==> config.mk <==
export PLATFORM = sky130hd
export DESIGN_NAME = cio_converter_ctrl
export DESIGN_NICKNAME = d
export VERILOG_FILES = /design/src/logic/cio_pkg.sv /design/src/logic/cio_converter_ctrl.sv /design/src/logic/cio_fifo.sv
export SDC_FILE = /design/constraint.sdc
export NUM_CORES = 1
export LEC_CHECK = 0
export ABC_AREA = 1
export ABC_CLOCK_PERIOD_IN_PS = 2910
export BUFFER_PORTS_ARGS = -buffer_cell sky130_fd_sc_hd__buf_4
export CAP_MARGIN = 10
export CORE_MARGIN = 10
export CORE_UTILIZATION = 40
export DETAILED_ROUTE_END_ITERATION = 8
export SLEW_MARGIN = 20
export SYNTH_ARGS = -nofsm -noshare
export SYNTH_HDL_FRONTEND = slang
export SYNTH_HIERARCHICAL = 1
export SYNTH_SLANG_ARGS = --single-unit
==> constraint.sdc <==
create_clock -name clk_i -period 2.91 [get_ports clk_i]
set_clock_uncertainty 0.1 [all_clocks]
set_input_delay 0.291 -clock clk_i [delete_from_list [all_inputs] [get_ports clk_i]]
set_output_delay 0.291 -clock clk_i [all_outputs]
set_load 0.005 [all_outputs]
==> src/logic/cio_pkg.sv <==
// Purpose: Shared constants for the configurable I/O converter control.
// Assumes: 25 MHz system clock; byte addresses on a 32-bit Wishbone bus.
// Notes: Offsets are word aligned; narrow registers sit in the low bits.
package cio_pkg;
  localparam int unsigned CLK_NS = 40;
  localparam int unsigned TRACK_NS = 500;
  localparam int unsigned CONV_NS = 2000;
  // Least time rounds up, longest time rounds down
  localparam int unsigned TRACK_CYC = (TRACK_NS + CLK_NS - 1) / CLK_NS;
  localparam int unsigned CONV_CYC =
    (CONV_NS / CLK_NS < 1) ? 1 : CONV_NS / CLK_NS;
  localparam logic [5:0] TRACK_CNT = 6'(TRACK_CYC);
  localparam logic [5:0] CONV_LAST = 6'(CONV_CYC - 1);

  localparam int NCH = 8;
  localparam int CODE_W = 12;
  localparam int RES_W = 16;
  localparam int FIFO_DEPTH = 16;

  localparam logic [7:0] A_ADC_CFG = 8'h00;
  localparam logic [7:0] A_DAC_CFG = 8'h04;
  localparam logic [7:0] A_GPO_CFG = 8'h08;
  localparam logic [7:0] A_GPI_CFG = 8'h0c;
  localparam logic [7:0] A_GEN_CTRL = 8'h10;
  localparam logic [7:0] A_ADC_SEQ = 8'h14;
  localparam logic [7:0] A_LOAD_CTRL = 8'h18;
  localparam logic [7:0] A_LOAD_CMD = 8'h1c;
  localparam logic [7:0] A_ADC_RES = 8'h20;
  localparam logic [7:0] A_STATUS = 8'h24;
  localparam logic [7:0] A_GPIO_OUT = 8'h28;
  localparam logic [7:0] A_GPIO_IN = 8'h2c;
  localparam logic [7:0] A_DAC_BASE = 8'h40;
  localparam logic [2:0] DAC_PAGE = 3'h2;

  localparam int DAC_RANGE_BIT = 4;
  localparam int ADC_RANGE_BIT = 5;
  localparam int DEFER_BIT = 0;
  localparam int RES_VALID_BIT = 16;

  localparam logic [7:0] CFG_RST = 8'h00;
  localparam logic [11:0] CODE_RST = 12'h000;
  localparam logic [6:0] SLV_ADDR_DEF = 7'h10;

  typedef enum logic [1:0] {
    SEQ_IDLE = 2'b00,
    SEQ_TRACK = 2'b01,
    SEQ_CONV = 2'b10,
    SEQ_PUSH = 2'b11
  } cio_seq_e;
endpackage : cio_pkg

==> src/logic/cio_converter_ctrl.sv <==
// Purpose: Control of an eight-pin port acting as DAC, ADC or GPIO.
// Assumes: adc_data_i is settled by the end of a conversion; SCL/SDA and
//   gpio_in_i are asynchronous and are synchronised here.
// Notes: Only the address byte of a serial frame is watched here.
`timescale 1ns/100ps

// How it works
// - Each pin independently DAC, ADC or GPIO.
// - Config registers set roles; device applies them.
// - Bit 4 selects gain two, all DACs.
// - DAC codes are 12-bit straight binary.
// - Default mode: output follows input register directly.
// - Deferred mode holds outputs until a load.
// - Software load copies pending codes to outputs.
// - Each conversion lasts two microseconds, 12 bits.
// - Only channels in sequence register are converted.
// - Sequencer steps mux to next selected channel.
// - Sequence write puts first channel into track.
// - At least 500 ns tracking before conversion.
// - Conversion starts at address acknowledge clock rise.
// - Track on sequence write, hold on conversion.
// - Bit 5 selects ADC range, straight binary.
// - Pin both DAC and ADC acts as DAC.
module cio_converter_ctrl #(
  parameter logic [6:0] SLV_ADDR = cio_pkg::SLV_ADDR_DEF
) (
  input wire logic clk_i,
  input wire logic rst_i,
  input wire logic wb_cyc_i,
  input wire logic wb_stb_i,
  input wire logic wb_we_i,
  input wire logic [7:0] wb_adr_i,
  input wire logic [31:0] wb_dat_i,
  input wire logic [3:0] wb_sel_i,
  output logic [31:0] wb_dat_o,
  output logic wb_ack_o,
  input wire logic scl_i,
  input wire logic sda_i,
  input wire logic [7:0] gpio_in_i,
  input wire logic [11:0] adc_data_i,
  output logic [95:0] dac_code_o,
  output logic dac_gain2_o,
  output logic adc_gain2_o,
  output logic [7:0] pin_dac_en_o,
  output logic [7:0] pin_adc_en_o,
  output logic [7:0] gpio_oe_o,
  output logic [7:0] gpio_out_o,
  output logic [2:0] adc_mux_o,
  output logic adc_track_o,
  output logic adc_convert_o
);
  localparam int TRK_W = cio_pkg::TRACK_CYC;
  localparam int TRK_HI = cio_pkg::TRACK_CYC + 1;
  // Push lands CONV_CYC cycles after the convert pulse; 8 sit in the guard
  localparam int CONV_GAP = cio_pkg::CONV_CYC - 8;

  logic [7:0] adc_cfg, dac_cfg, gpo_cfg, gpi_cfg, gen_ctrl;
  logic [7:0] seq_mask, gpio_out_reg;
  logic defer;
  logic [11:0] dac_in [cio_pkg::NCH];
  logic [11:0] dac_out [cio_pkg::NCH];
  logic [31:0] next_rdata;
  logic [7:0] gpi_m, gpi_s;
  logic scl_m, scl_s, scl_d, sda_m, sda_s, sda_d;
  logic in_addr, addr_ack;
  logic [3:0] bitn;
  logic [7:0] shreg;
  cio_pkg::cio_seq_e st;
  logic [2:0] cur;
  logic [7:0] left;
  logic run;
  logic [5:0] cnt;
  logic [11:0] res;
  logic f_in_ready, f_out_valid, fifo_push, fifo_pop;
  logic [15:0] f_out_data;
  logic [5:0] trk_len;

  function automatic logic [2:0] first_ch(input logic [7:0] m);
    logic [2:0] f;
    f = 3'h0;
    for (int i = 7; i >= 0; i--) begin
      if (m[i]) begin
        f = 3'(i);
      end
    end
    return f;
  endfunction : first_ch

  // Bus decode: one access per request, ack drops the cycle after
  wire acc = wb_cyc_i & wb_stb_i & ~wb_ack_o;
  wire wr = acc & wb_we_i;
  wire rd = acc & ~wb_we_i;
  wire [7:0] adr = {wb_adr_i[7:2], 2'b00};
  wire wr_lo = wr & wb_sel_i[0];
  wire wr_hi = wr & wb_sel_i[1];
  wire load_cmd = wr & (adr == cio_pkg::A_LOAD_CMD);
  wire seq_wr = wr_lo & (adr == cio_pkg::A_ADC_SEQ);
  wire [7:0] new_seq = wb_dat_i[7:0];
  wire [7:0] left_after = left & ~(8'h01 << cur);

  always_ff @(posedge clk_i) begin
    if (rst_i) begin
      wb_ack_o <= 1'b0;
    end else begin
      wb_ack_o <= acc;
    end
  end

  // Configuration registers
  always_ff @(posedge clk_i) begin
    if (rst_i) begin
      adc_cfg <= cio_pkg::CFG_RST;
      dac_cfg <= cio_pkg::CFG_RST;
      gpo_cfg <= cio_pkg::CFG_RST;
      gpi_cfg <= cio_pkg::CFG_RST;
      gen_ctrl <= cio_pkg::CFG_RST;
      seq_mask <= cio_pkg::CFG_RST;
      gpio_out_reg <= cio_pkg::CFG_RST;
      defer <= 1'b0;
    end else if (wr_lo) begin
      case (adr)
        cio_pkg::A_ADC_CFG: adc_cfg <= wb_dat_i[7:0];
        cio_pkg::A_DAC_CFG: dac_cfg <= wb_dat_i[7:0];
        cio_pkg::A_GPO_CFG: gpo_cfg <= wb_dat_i[7:0];
        cio_pkg::A_GPI_CFG: gpi_cfg <= wb_dat_i[7:0];
        cio_pkg::A_GEN_CTRL: gen_ctrl <= wb_dat_i[7:0];
        cio_pkg::A_ADC_SEQ: seq_mask <= new_seq;
        cio_pkg::A_GPIO_OUT: gpio_out_reg <= wb_dat_i[7:0];
        cio_pkg::A_LOAD_CTRL: defer <= wb_dat_i[cio_pkg::DEFER_BIT];
        default: begin
        end
      endcase
    end
  end

  // Per-channel DAC input and output registers
  for (genvar g = 0; g < cio_pkg::NCH; g++) begin : g_dac
    wire hit = (adr == cio_pkg::A_DAC_BASE + 8'(4 * g));
    always_ff @(posedge clk_i) begin
      if (rst_i) begin
        dac_in[g] <= cio_pkg::CODE_RST;
      end else begin
        if (wr_lo && hit) begin
          dac_in[g][7:0] <= wb_dat_i[7:0];
        end
        if (wr_hi && hit) begin
          dac_in[g][11:8] <= wb_dat_i[11:8];
        end
      end
    end
    always_ff @(posedge clk_i) begin
      if (rst_i) begin
        dac_out[g] <= cio_pkg::CODE_RST;
      end else if (load_cmd || !defer) begin
        dac_out[g] <= dac_in[g];
      end
    end
    assign dac_code_o[g*12 +: 12] = dac_out[g];
  end

  // Pin roles; DAC wins over ADC and GPIO on a shared pin
  always_ff @(posedge clk_i) begin
    if (rst_i) begin
      pin_dac_en_o <= 8'h00;
      pin_adc_en_o <= 8'h00;
      gpio_oe_o <= 8'h00;
      gpio_out_o <= 8'h00;
      dac_gain2_o <= 1'b0;
      adc_gain2_o <= 1'b0;
    end else begin
      pin_dac_en_o <= dac_cfg;
      pin_adc_en_o <= adc_cfg & ~dac_cfg;
      gpio_oe_o <= gpo_cfg & ~dac_cfg & ~adc_cfg;
      gpio_out_o <= gpio_out_reg;
      dac_gain2_o <= gen_ctrl[cio_pkg::DAC_RANGE_BIT];
      adc_gain2_o <= gen_ctrl[cio_pkg::ADC_RANGE_BIT];
    end
  end

  // Synchronisers for pins from outside the clock domain
  always_ff @(posedge clk_i) begin
    if (rst_i) begin
      gpi_m <= 8'h00;
      gpi_s <= 8'h00;
      scl_m <= 1'b1;
      scl_s <= 1'b1;
      scl_d <= 1'b1;
      sda_m <= 1'b1;
      sda_s <= 1'b1;
      sda_d <= 1'b1;
    end else begin
      gpi_m <= gpio_in_i;
      gpi_s <= gpi_m;
      scl_m <= scl_i;
      scl_s <= scl_m;
      scl_d <= scl_s;
      sda_m <= sda_i;
      sda_s <= sda_m;
      sda_d <= sda_s;
    end
  end

  wire scl_rise = scl_s & ~scl_d;
  wire start_seen = scl_s & scl_d & sda_d & ~sda_s;
  wire stop_seen = scl_s & scl_d & ~sda_d & sda_s;

  // Address byte watcher; ninth rising edge is the acknowledge clock
  always_ff @(posedge clk_i) begin
    if (rst_i) begin
      in_addr <= 1'b0;
      bitn <= 4'h0;
      shreg <= 8'h00;
      addr_ack <= 1'b0;
    end else begin
      addr_ack <= 1'b0;
      if (start_seen) begin
        in_addr <= 1'b1;
        bitn <= 4'h0;
      end else if (stop_seen) begin
        in_addr <= 1'b0;
      end else if (in_addr && scl_rise) begin
        if (bitn == 4'h8) begin
          in_addr <= 1'b0;
          addr_ack <= (shreg[7:1] == SLV_ADDR);
        end else begin
          shreg <= {shreg[6:0], sda_s};
          bitn <= bitn + 4'h1;
        end
      end
    end
  end

  // Sequencer: an acknowledge runs every selected channel once
  always_ff @(posedge clk_i) begin
    if (rst_i) begin
      st <= cio_pkg::SEQ_IDLE;
      cur <= 3'h0;
      left <= 8'h00;
      run <= 1'b0;
      cnt <= 6'h00;
      res <= 12'h000;
      adc_track_o <= 1'b0;
      adc_convert_o <= 1'b0;
    end else begin
      adc_convert_o <= 1'b0;
      if (seq_wr) begin
        // A new sequence aborts any run in progress
        run <= 1'b0;
        cnt <= 6'h00;
        left <= new_seq;
        cur <= first_ch(new_seq);
        adc_track_o <= (new_seq != 8'h00);
        st <= (new_seq != 8'h00) ? cio_pkg::SEQ_TRACK
                                 : cio_pkg::SEQ_IDLE;
      end else begin
        case (st)
          cio_pkg::SEQ_IDLE: begin
            adc_track_o <= 1'b0;
          end
          cio_pkg::SEQ_TRACK: begin
            if (cnt < cio_pkg::TRACK_CNT) begin
              cnt <= cnt + 6'h01;
            end
            if (addr_ack) begin
              run <= 1'b1;
            end
            // An early acknowledge waits out the track time
            if ((run || addr_ack) && cnt >= cio_pkg::TRACK_CNT) begin
              st <= cio_pkg::SEQ_CONV;
              cnt <= 6'h00;
              adc_track_o <= 1'b0;
              adc_convert_o <= 1'b1;
            end
          end
          cio_pkg::SEQ_CONV: begin
            cnt <= cnt + 6'h01;
            if (cnt == cio_pkg::CONV_LAST) begin
              res <= adc_data_i;
              st <= cio_pkg::SEQ_PUSH;
            end
          end
          cio_pkg::SEQ_PUSH: begin
            // Full FIFO holds the sequencer here
            if (f_in_ready) begin
              if (left_after != 8'h00) begin
                cur <= first_ch(left_after);
                left <= left_after;
              end else begin
                cur <= first_ch(seq_mask);
                left <= seq_mask;
                run <= 1'b0;
              end
              st <= cio_pkg::SEQ_TRACK;
              cnt <= 6'h00;
              adc_track_o <= 1'b1;
            end
          end
          default: begin
            st <= cio_pkg::SEQ_IDLE;
          end
        endcase
      end
    end
  end

  assign adc_mux_o = cur;
  assign fifo_push = (st == cio_pkg::SEQ_PUSH);
  assign fifo_pop = rd & (adr == cio_pkg::A_ADC_RES) & f_out_valid;

  cio_fifo #(
    .W(cio_pkg::RES_W),
    .DEPTH(cio_pkg::FIFO_DEPTH)
  ) u_fifo (
    .clk_i(clk_i),
    .rst_i(rst_i),
    .in_valid_i(fifo_push),
    .in_data_i({1'b0, cur, res}),
    .in_ready_o(f_in_ready),
    .out_valid_o(f_out_valid),
    .out_data_o(f_out_data),
    .out_ready_i(fifo_pop)
  );

  // Read data; unmapped addresses read zero
  always_comb begin
    next_rdata = 32'h0000_0000;
    case (adr)
      cio_pkg::A_ADC_CFG: next_rdata[7:0] = adc_cfg;
      cio_pkg::A_DAC_CFG: next_rdata[7:0] = dac_cfg;
      cio_pkg::A_GPO_CFG: next_rdata[7:0] = gpo_cfg;
      cio_pkg::A_GPI_CFG: next_rdata[7:0] = gpi_cfg;
      cio_pkg::A_GEN_CTRL: next_rdata[7:0] = gen_ctrl;
      cio_pkg::A_ADC_SEQ: next_rdata[7:0] = seq_mask;
      cio_pkg::A_LOAD_CTRL: next_rdata[cio_pkg::DEFER_BIT] = defer;
      cio_pkg::A_ADC_RES: begin
        if (f_out_valid) begin
          next_rdata[15:0] = f_out_data;
          next_rdata[cio_pkg::RES_VALID_BIT] = 1'b1;
        end
      end
      cio_pkg::A_STATUS: begin
        next_rdata[0] = f_out_valid;
        next_rdata[1] = run;
        next_rdata[4:2] = cur;
        next_rdata[6:5] = st;
        next_rdata[7] = ~f_in_ready;
      end
      cio_pkg::A_GPIO_OUT: next_rdata[7:0] = gpio_out_reg;
      cio_pkg::A_GPIO_IN: next_rdata[7:0] = gpi_s & gpi_cfg;
      default: begin
        if (adr[7:5] == cio_pkg::DAC_PAGE) begin
          next_rdata[11:0] = dac_in[adr[4:2]];
        end
      end
    endcase
  end

  always_ff @(posedge clk_i) begin
    if (rst_i) begin
      wb_dat_o <= 32'h0000_0000;
    end else if (rd) begin
      wb_dat_o <= next_rdata;
    end
  end

  // Length of the current track phase, read only by checks
  always_ff @(posedge clk_i) begin
    if (rst_i) begin
      trk_len <= 6'h00;
    end else if (!adc_track_o) begin
      trk_len <= 6'h00;
    end else if (trk_len != 6'h3f) begin
      trk_len <= trk_len + 6'h01;
    end
  end

  dac_direct_a: assert property (@(posedge clk_i) disable iff (rst_i)
    !defer |=> dac_out[3] == $past(dac_in[3]))
    else $error("DAC output did not follow input register");
  dac_defer_a: assert property (@(posedge clk_i) disable iff (rst_i)
    (defer && !load_cmd) |=> $stable(dac_code_o))
    else $error("Deferred DAC output changed without load");
  dac_load_a: assert property (@(posedge clk_i) disable iff (rst_i)
    load_cmd |=> dac_out[0] == $past(dac_in[0]))
    else $error("Load did not transfer pending code");
  range_bits_a: assert property (@(posedge clk_i) disable iff (rst_i)
    $changed(gen_ctrl) |=> ##1
      dac_gain2_o == gen_ctrl[cio_pkg::DAC_RANGE_BIT] &&
      adc_gain2_o == gen_ctrl[cio_pkg::ADC_RANGE_BIT])
    else $error("Range outputs do not follow control bits");
  conv_time_a: assert property (@(posedge clk_i) disable iff (rst_i)
    (adc_convert_o && !seq_wr) ##1 !seq_wr [*8] |->
      ##[CONV_GAP:CONV_GAP] fifo_push)
    else $error("Conversion result not ready after conversion time");
  seq_only_a: assert property (@(posedge clk_i) disable iff (rst_i)
    fifo_push |-> seq_mask[cur])
    else $error("Unselected channel converted");
  seq_step_a: assert property (@(posedge clk_i) disable iff (rst_i)
    (fifo_push && f_in_ready && left_after != 8'h00 && !seq_wr) |=>
      st == cio_pkg::SEQ_TRACK && cur != $past(cur))
    else $error("Sequencer did not advance channel");
  seq_first_a: assert property (@(posedge clk_i) disable iff (rst_i)
    (seq_wr && new_seq != 8'h00) |=>
      adc_track_o && adc_mux_o == first_ch($past(new_seq)))
    else $error("First channel not tracking after sequence write");
  track_time_a: assert property (@(posedge clk_i) disable iff (rst_i)
    adc_convert_o |-> trk_len >= 6'(TRK_W) && !adc_track_o)
    else $error("Conversion began before minimum track time");
  ack_start_a: assert property (@(posedge clk_i) disable iff (rst_i)
    (addr_ack && st == cio_pkg::SEQ_TRACK && !seq_wr) ##1 !seq_wr |->
      ##[0:TRK_HI] adc_convert_o)
    else $error("Acknowledge did not start a conversion");
  empty_seq_a: assert property (@(posedge clk_i) disable iff (rst_i)
    (seq_mask == 8'h00 && $past(seq_mask) == 8'h00) |->
      !adc_convert_o && !adc_track_o)
    else $error("Conversion activity with empty sequence");
  dac_wins_a: assert property (@(posedge clk_i) disable iff (rst_i)
    (pin_adc_en_o & pin_dac_en_o) == 8'h00)
    else $error("Pin enabled as both DAC and ADC output role");
endmodule : cio_converter_ctrl

==> src/logic/cio_fifo.sv <==
// Purpose: Result FIFO between the ADC sequencer and the register bus.
// Assumes: Single clock; push and pop in one cycle are allowed.
// Notes: Full stalls the source through in_ready_o.
`timescale 1ns/100ps
module cio_fifo #(
  parameter int W = 16,
  parameter int DEPTH = 16
) (
  input wire logic clk_i,
  input wire logic rst_i,
  input wire logic in_valid_i,
  input wire logic [W-1:0] in_data_i,
  output logic in_ready_o,
  output logic out_valid_o,
  output logic [W-1:0] out_data_o,
  input wire logic out_ready_i
);
  localparam int AW = $clog2(DEPTH);
  logic [W-1:0] mem [DEPTH];
  logic [AW-1:0] wptr;
  logic [AW-1:0] rptr;
  logic [AW:0] count;
  logic do_push;
  logic do_pop;

  assign in_ready_o = (count != (AW+1)'(DEPTH));
  assign out_valid_o = (count != '0);
  assign out_data_o = mem[rptr];
  assign do_push = in_valid_i & in_ready_o;
  assign do_pop = out_valid_o & out_ready_i;

  always_ff @(posedge clk_i) begin
    if (do_push) begin
      mem[wptr] <= in_data_i;
    end
  end

  always_ff @(posedge clk_i) begin
    if (rst_i) begin
      wptr <= '0;
      rptr <= '0;
      count <= '0;
    end else begin
      if (do_push) begin
        wptr <= wptr + 1'b1;
      end
      if (do_pop) begin
        rptr <= rptr + 1'b1;
      end
      if (do_push && !do_pop) begin
        count <= count + 1'b1;
      end else if (do_pop && !do_push) begin
        count <= count - 1'b1;
      end
    end
  end
endmodule : cio_fifo

# After elaboration in Yosys (flattened, before gate mapping)
# Memory sizes are Yosys's and may differ from the RTL's. A register that Yosys moved wholly into a read port is not among the register bits.
# Cells that the tools add are included.
# word_totals
elab_cells	352
ramBits	432
out_inout_bits	168
register_bits	192
mem_count	3
# classes
n_reduce_logical	61
n_mux	144
order_cmp	2
n_eq_ne	34
n_bitwise	62
add_sub_neg	6
shifts	1
# mem_list
memory	words	word_bits	read_ports	rd_ports_with_merged_regs	write_ports	line	rtl
u_fifo.mem	16	15	1	1	1	cio_fifo.sv:19	logic [W-1:0] mem [DEPTH];
dac_in	8	12	9	0	8	cio_converter_ctrl.sv:60	logic [11:0] dac_in [cio_pkg::NCH];
dac_out	8	12	8	0	8	cio_converter_ctrl.sv:61	logic [11:0] dac_out [cio_pkg::NCH];
# ops
operator	n
$mux 12	9
$mux 8	12
$mux 3	28
$pmux 7 s11	1
$mux 1	67
$eq 6x5->1 const B	8
$and 8x8->8	5
$mux 4	10
$eq 6x3->1 const B	4
$eq 6x4->1 const B	4
$not 8->8	3
$or 1x1->1	24
$logic_and 1x1->1	20
$reduce_and 2->1	10
$and 1x1->1	18
$mux 6	3
$pmux 6 s3	1
$mux 17	1
$reduce_bool 8->1	2
$mux 5	3
$add 4x1->4 const B	3
$eq 6x2->1 const B	2
$ne 3x3->1 const B	4
$not 1->1	12
35 further kinds	56

# Depth between registers and ports, before layout
# logic_depth
ltp_word	15
depth_mapped	17

# Hierarchy
# Netlist, hierarchy kept.
# modules_own_cells
module	area_each_um2	instances	cells_per_inst	seq_area_each_um2
cio_converter_ctrl	15518.6	1	1756	9349.0
cio_fifo	11902.7	1	1172	8027.7

# Worst setup path after synthesis
# Ideal clock, no wire load.
# synth_path
path_kind	input -> register
from	input port wb_adr_i[6]
to	memory dac_out[0][0] (enable)
arrival_ns	2.200
slack_ns	0.196
cell_stages	4
required_ns	2.396
path_cell_list	nor2_2 > inv_1 > o31ai_2 > or2_2
# synth_lines
element	line	rtl
from (decl)	cio_converter_ctrl.sv:32	input wire logic [7:0] wb_adr_i,
to (decl)	cio_converter_ctrl.sv:61	

# Worst setup path in the final report
# layout_path
from	register u_fifo.count[1]
to	register u_fifo.count[3]
# layout_between
elab_chain_cells	6
# layout_lines
element	line	rtl
from (decl)	cio_fifo.sv:22	logic [AW:0] count;
from (signal assigned)	cio_fifo.sv:51	count <= count + 1'b1;
from (signal assigned)	cio_fifo.sv:53	count <= count - 1'b1;
$reduce_bool 5->1 *	cio_fifo.sv:27	assign out_valid_o = (count != '0);
net f_out_valid	cio_converter_ctrl.sv:74	logic f_in_ready, f_out_valid, fifo_push, fifo_pop;
$and 1x1->1 *	cio_converter_ctrl.sv:308	assign fifo_pop = rd & (adr == cio_pkg::A_ADC_RES) & f_out_valid;
net fifo_pop	cio_converter_ctrl.sv:74	
$and 1x1->1 *	cio_fifo.sv:30	assign do_pop = out_valid_o & out_ready_i;
$logic_not 1->1	cio_fifo.sv:50	if (do_push && !do_pop) begin
$logic_and 1x1->1	cio_fifo.sv:50	
$mux 5 or $reduce_bool 2->1 (tied branches)	--	
# Mark *: on every way through the listed nets, which the timed path passes. The rest lies on a longest branch. The select of a mux whose other input is x is not followed.
# A chain may end at the register's enable or synchronous reset.

==> flow_summary.ini <==
[critical_path]
crit_fanout = 5
worstSetupPathType = reg2reg
startpoint = u_fifo/count[1]
crit_path_end_kind = register
cp.required_ns = 3.31
crit_arrival_ns = 2.97
rr_startpoint = u_fifo/count[1]
startpoint_type = register

[synthesis]
synthFlopType = edfxtp_1
yosysSeqAreaShare_pct = 63.4
synth.cell_area_um2 = 27400
synthArstFlopShare_pct = 0
synth_edf_count = 448
yosysWarnings = 6
syn_area_per_cell_um2 = 9.37
synth.distinct_cells = 43
syn-instance-count = 2928
ys_ff_latch = 644

[final_layout]
multi_input_area_um2 = 7710
finalNetCount = 3298
reg_top3 = u_fifo/mem (256), dac_in (96), dac_out (96)
top_register = u_fifo/mem
drive_gt1_share_pct = 13.0
regArea_um2 = 17400
nFillCells = 6279
area_delta_synth_final_pct = 19.3
largest_reg_flops = 256
final_cells = 4139

[grt]
antenna_found_initial = 2
grt_max_degree = 90
gr-total-overflow = 0
grt_first_pass_wirelength_um = 113000
grtUsageTotal_pct = 18.3
grt_pass1_vias = 19083

[min_path]
hold_path_startpoint = wb_dat_i[4]
hold_path_class = in2reg

[floorplanning]
initial_utilization_pct = 40.6
std_cell_rows = 95
die_w_um = 282
io_pins = 239
die_area_um2 = 79400
die_h_um = 282
fp.coreArea_um2 = 67500

[cts]
cts-buffers-inserted = 71
root_buffer = clkbuf_16
cts_sinks = 644
cts_tree = yes
clk-insertion-delay-late_ns = 0.61
cts_resized = 0
cts_buffer_depth = 3
clkTransAtPathRegs_ns = 0.06
htree_levels = 3
postCtsSetupRepairBufs = 0

[power]
pwr-share-seq_pct = 50.1
pwr-share-comb_pct = 6.1
irDropWorstVdd_uv = 477
power_switching_uw = 4590
intPower_uw = 15400
finalPower_uw = 20000
swShare_pct = 22.9
p_clk_share_pct = 43.8
power.density_nw_per_um2 = 612
leakage_uw = 0.0141

[sta]
finalCritPeriodShare_pct = 88.4
finalHoldViolCount = 0
min_period_ns = 2.57
rsz0062_at_grt = no
tns_ns = 0
worstMarginPinSlew_ns = 0.858
setup-violations-final = 0
setup_slack_ns = 0.337
slew_viol_final = 0
max_freq_mhz = 389
slew_headroom_pct = 42.7

[placement]
io_buffers = 199
pre_cts_ws_ns = 0.293
dp.cells = 3980
globalplace.congestion = 0.895
hpwl_um = 49600

[drt]
wire_per_inst_um = 17.8
vias_per_cell = 4.91
remaining_drc_errors = 0
vias = 20317
drtIter0Drc = 1898
ant_nets = 0
drt-total-wl_um = 73700
first_pass_iters = 5

[job]
max_cap_viol_count = 0

[run_status]
outcome = finished, final reports clean
## cell usage in the layout (no fill, tap or decap), drive strengths merged, types with 31 or more instances in the layout
cell type,n
nand3,294
conb,31
a21oi,124
o21ai,125
clkbuf,98
edfxtp,448
nand2,632
clkinv,34
nor2,391
buf,284
dfxtp,196
inv,453
## final timing paths
| check | to | slack [ns] | depth (start not counted) |
|---|---|---|---|
| worst max-delay path | u_fifo/count[3] | 0.34 | 15 |
| worst min-delay path | adc_mux_o[2] | 0.04 | 5 |
| worst max register to register | u_fifo/count[3] | 0.34 | 15 |
| worst min register to register | gpi_s[3] | 0.30 | 2 |
## metrics by stage
step                util [%]  hold WS [ns]  cell area (um2)
finish                  48.4        0.0381            32700
CTS                     48.4      0.000253            32700
global route            48.4        0.0321            32700
global placement        44.7         0.291            30200
detailed placement      44.7         0.295            30200
floorplan                  -         0.260            27500
## cells in the mapped netlist (10+ instances only)
master,instances,area share (%)
dfxtp_1,196,14
clkinv_1,10,0.14
nor4_1,13,0.30
inv_1,444,6.1
nand2_1,629,8.6
or2_2,10,0.23
nand3_1,291,5.3
clkbuf_1,54,0.74
a21oi_1,124,2.3
ha_1,19,0.87
nor3_1,19,0.35
o22ai_1,11,0.25
nand4_1,16,0.37
buf_4,36,0.99
nor2_1,379,5.2
edfxtp_1,448,49
o21ai_0,123,2.2
buf_2,35,0.64
## worst max-delay path, stage by stage, from the launching register on
cell	delay (ns)
dfxtp_1	0.35
nor2_1	0.19
nand3_1	0.13
nand2_1	0.10
nor2_2	0.05
nand2_1	0.10
clkinv_1	0.10
nand2_2	0.11
ha_1	0.18
inv_1	0.11
ha_1	0.33
or2_2	0.31
nand3_1	0.08
nand2_1	0.04
o21ai_0	0.15
inv_1	0.05
## routing by layer
layer	up-vias	wire [um]	track usage (%)
met5	-	17	0
met4	2	2090	5.95
met3	120	5710	3.40
met2	666	33400	28.5
met1	9524	32500	25.5
li1	10005	-	-
## cell families (layout without fill, tap and decap cells)
family | after synthesis | count (layout) | share of synthesized area [%]
xor gates and xnor gates | 6 | 6 | 0.192
DFF | 644 | 644 | 63.4
adders and majority gates | 20 | 20 | 0.940
other | 1 | 33 | 0.0137
AOI/OAI and AO/OA | 284 | 284 | 5.49
buffers and inverters | 595 | 901 | 8.99
and+or+nand+nor | 1378 | 1378 | 21.0
## area by class of cell
type	count	share of cell area, %
Sequential cell	644	53.1
Multi-Input combinational cell	1719	23.6
Timing Repair Buffer	311	7.69
Clock buffer	98	6.03
Inverter	460	5.29
Tap cell	873	3.34
Clock inverter	32	0.911
Antenna cell	2	0.0153
## power by group through the flow
stage	Clock, uW	Sequential [uW]	Combinational (uW)
after floorplan	0	10200	724
after global placement	0	10200	1180
after detailed placement	0	10200	1190
after CTS	8920	10000	1220
after global routing	9310	10000	1380
final	8760	10000	1220
## repair_timing
item                                    CTS  global route
hold buffers                             27             0
endpoints found under the setup margin    0             0
endpoints found under the hold margin    28             0
Note: power is estimated with default switching activity, not from simulation.
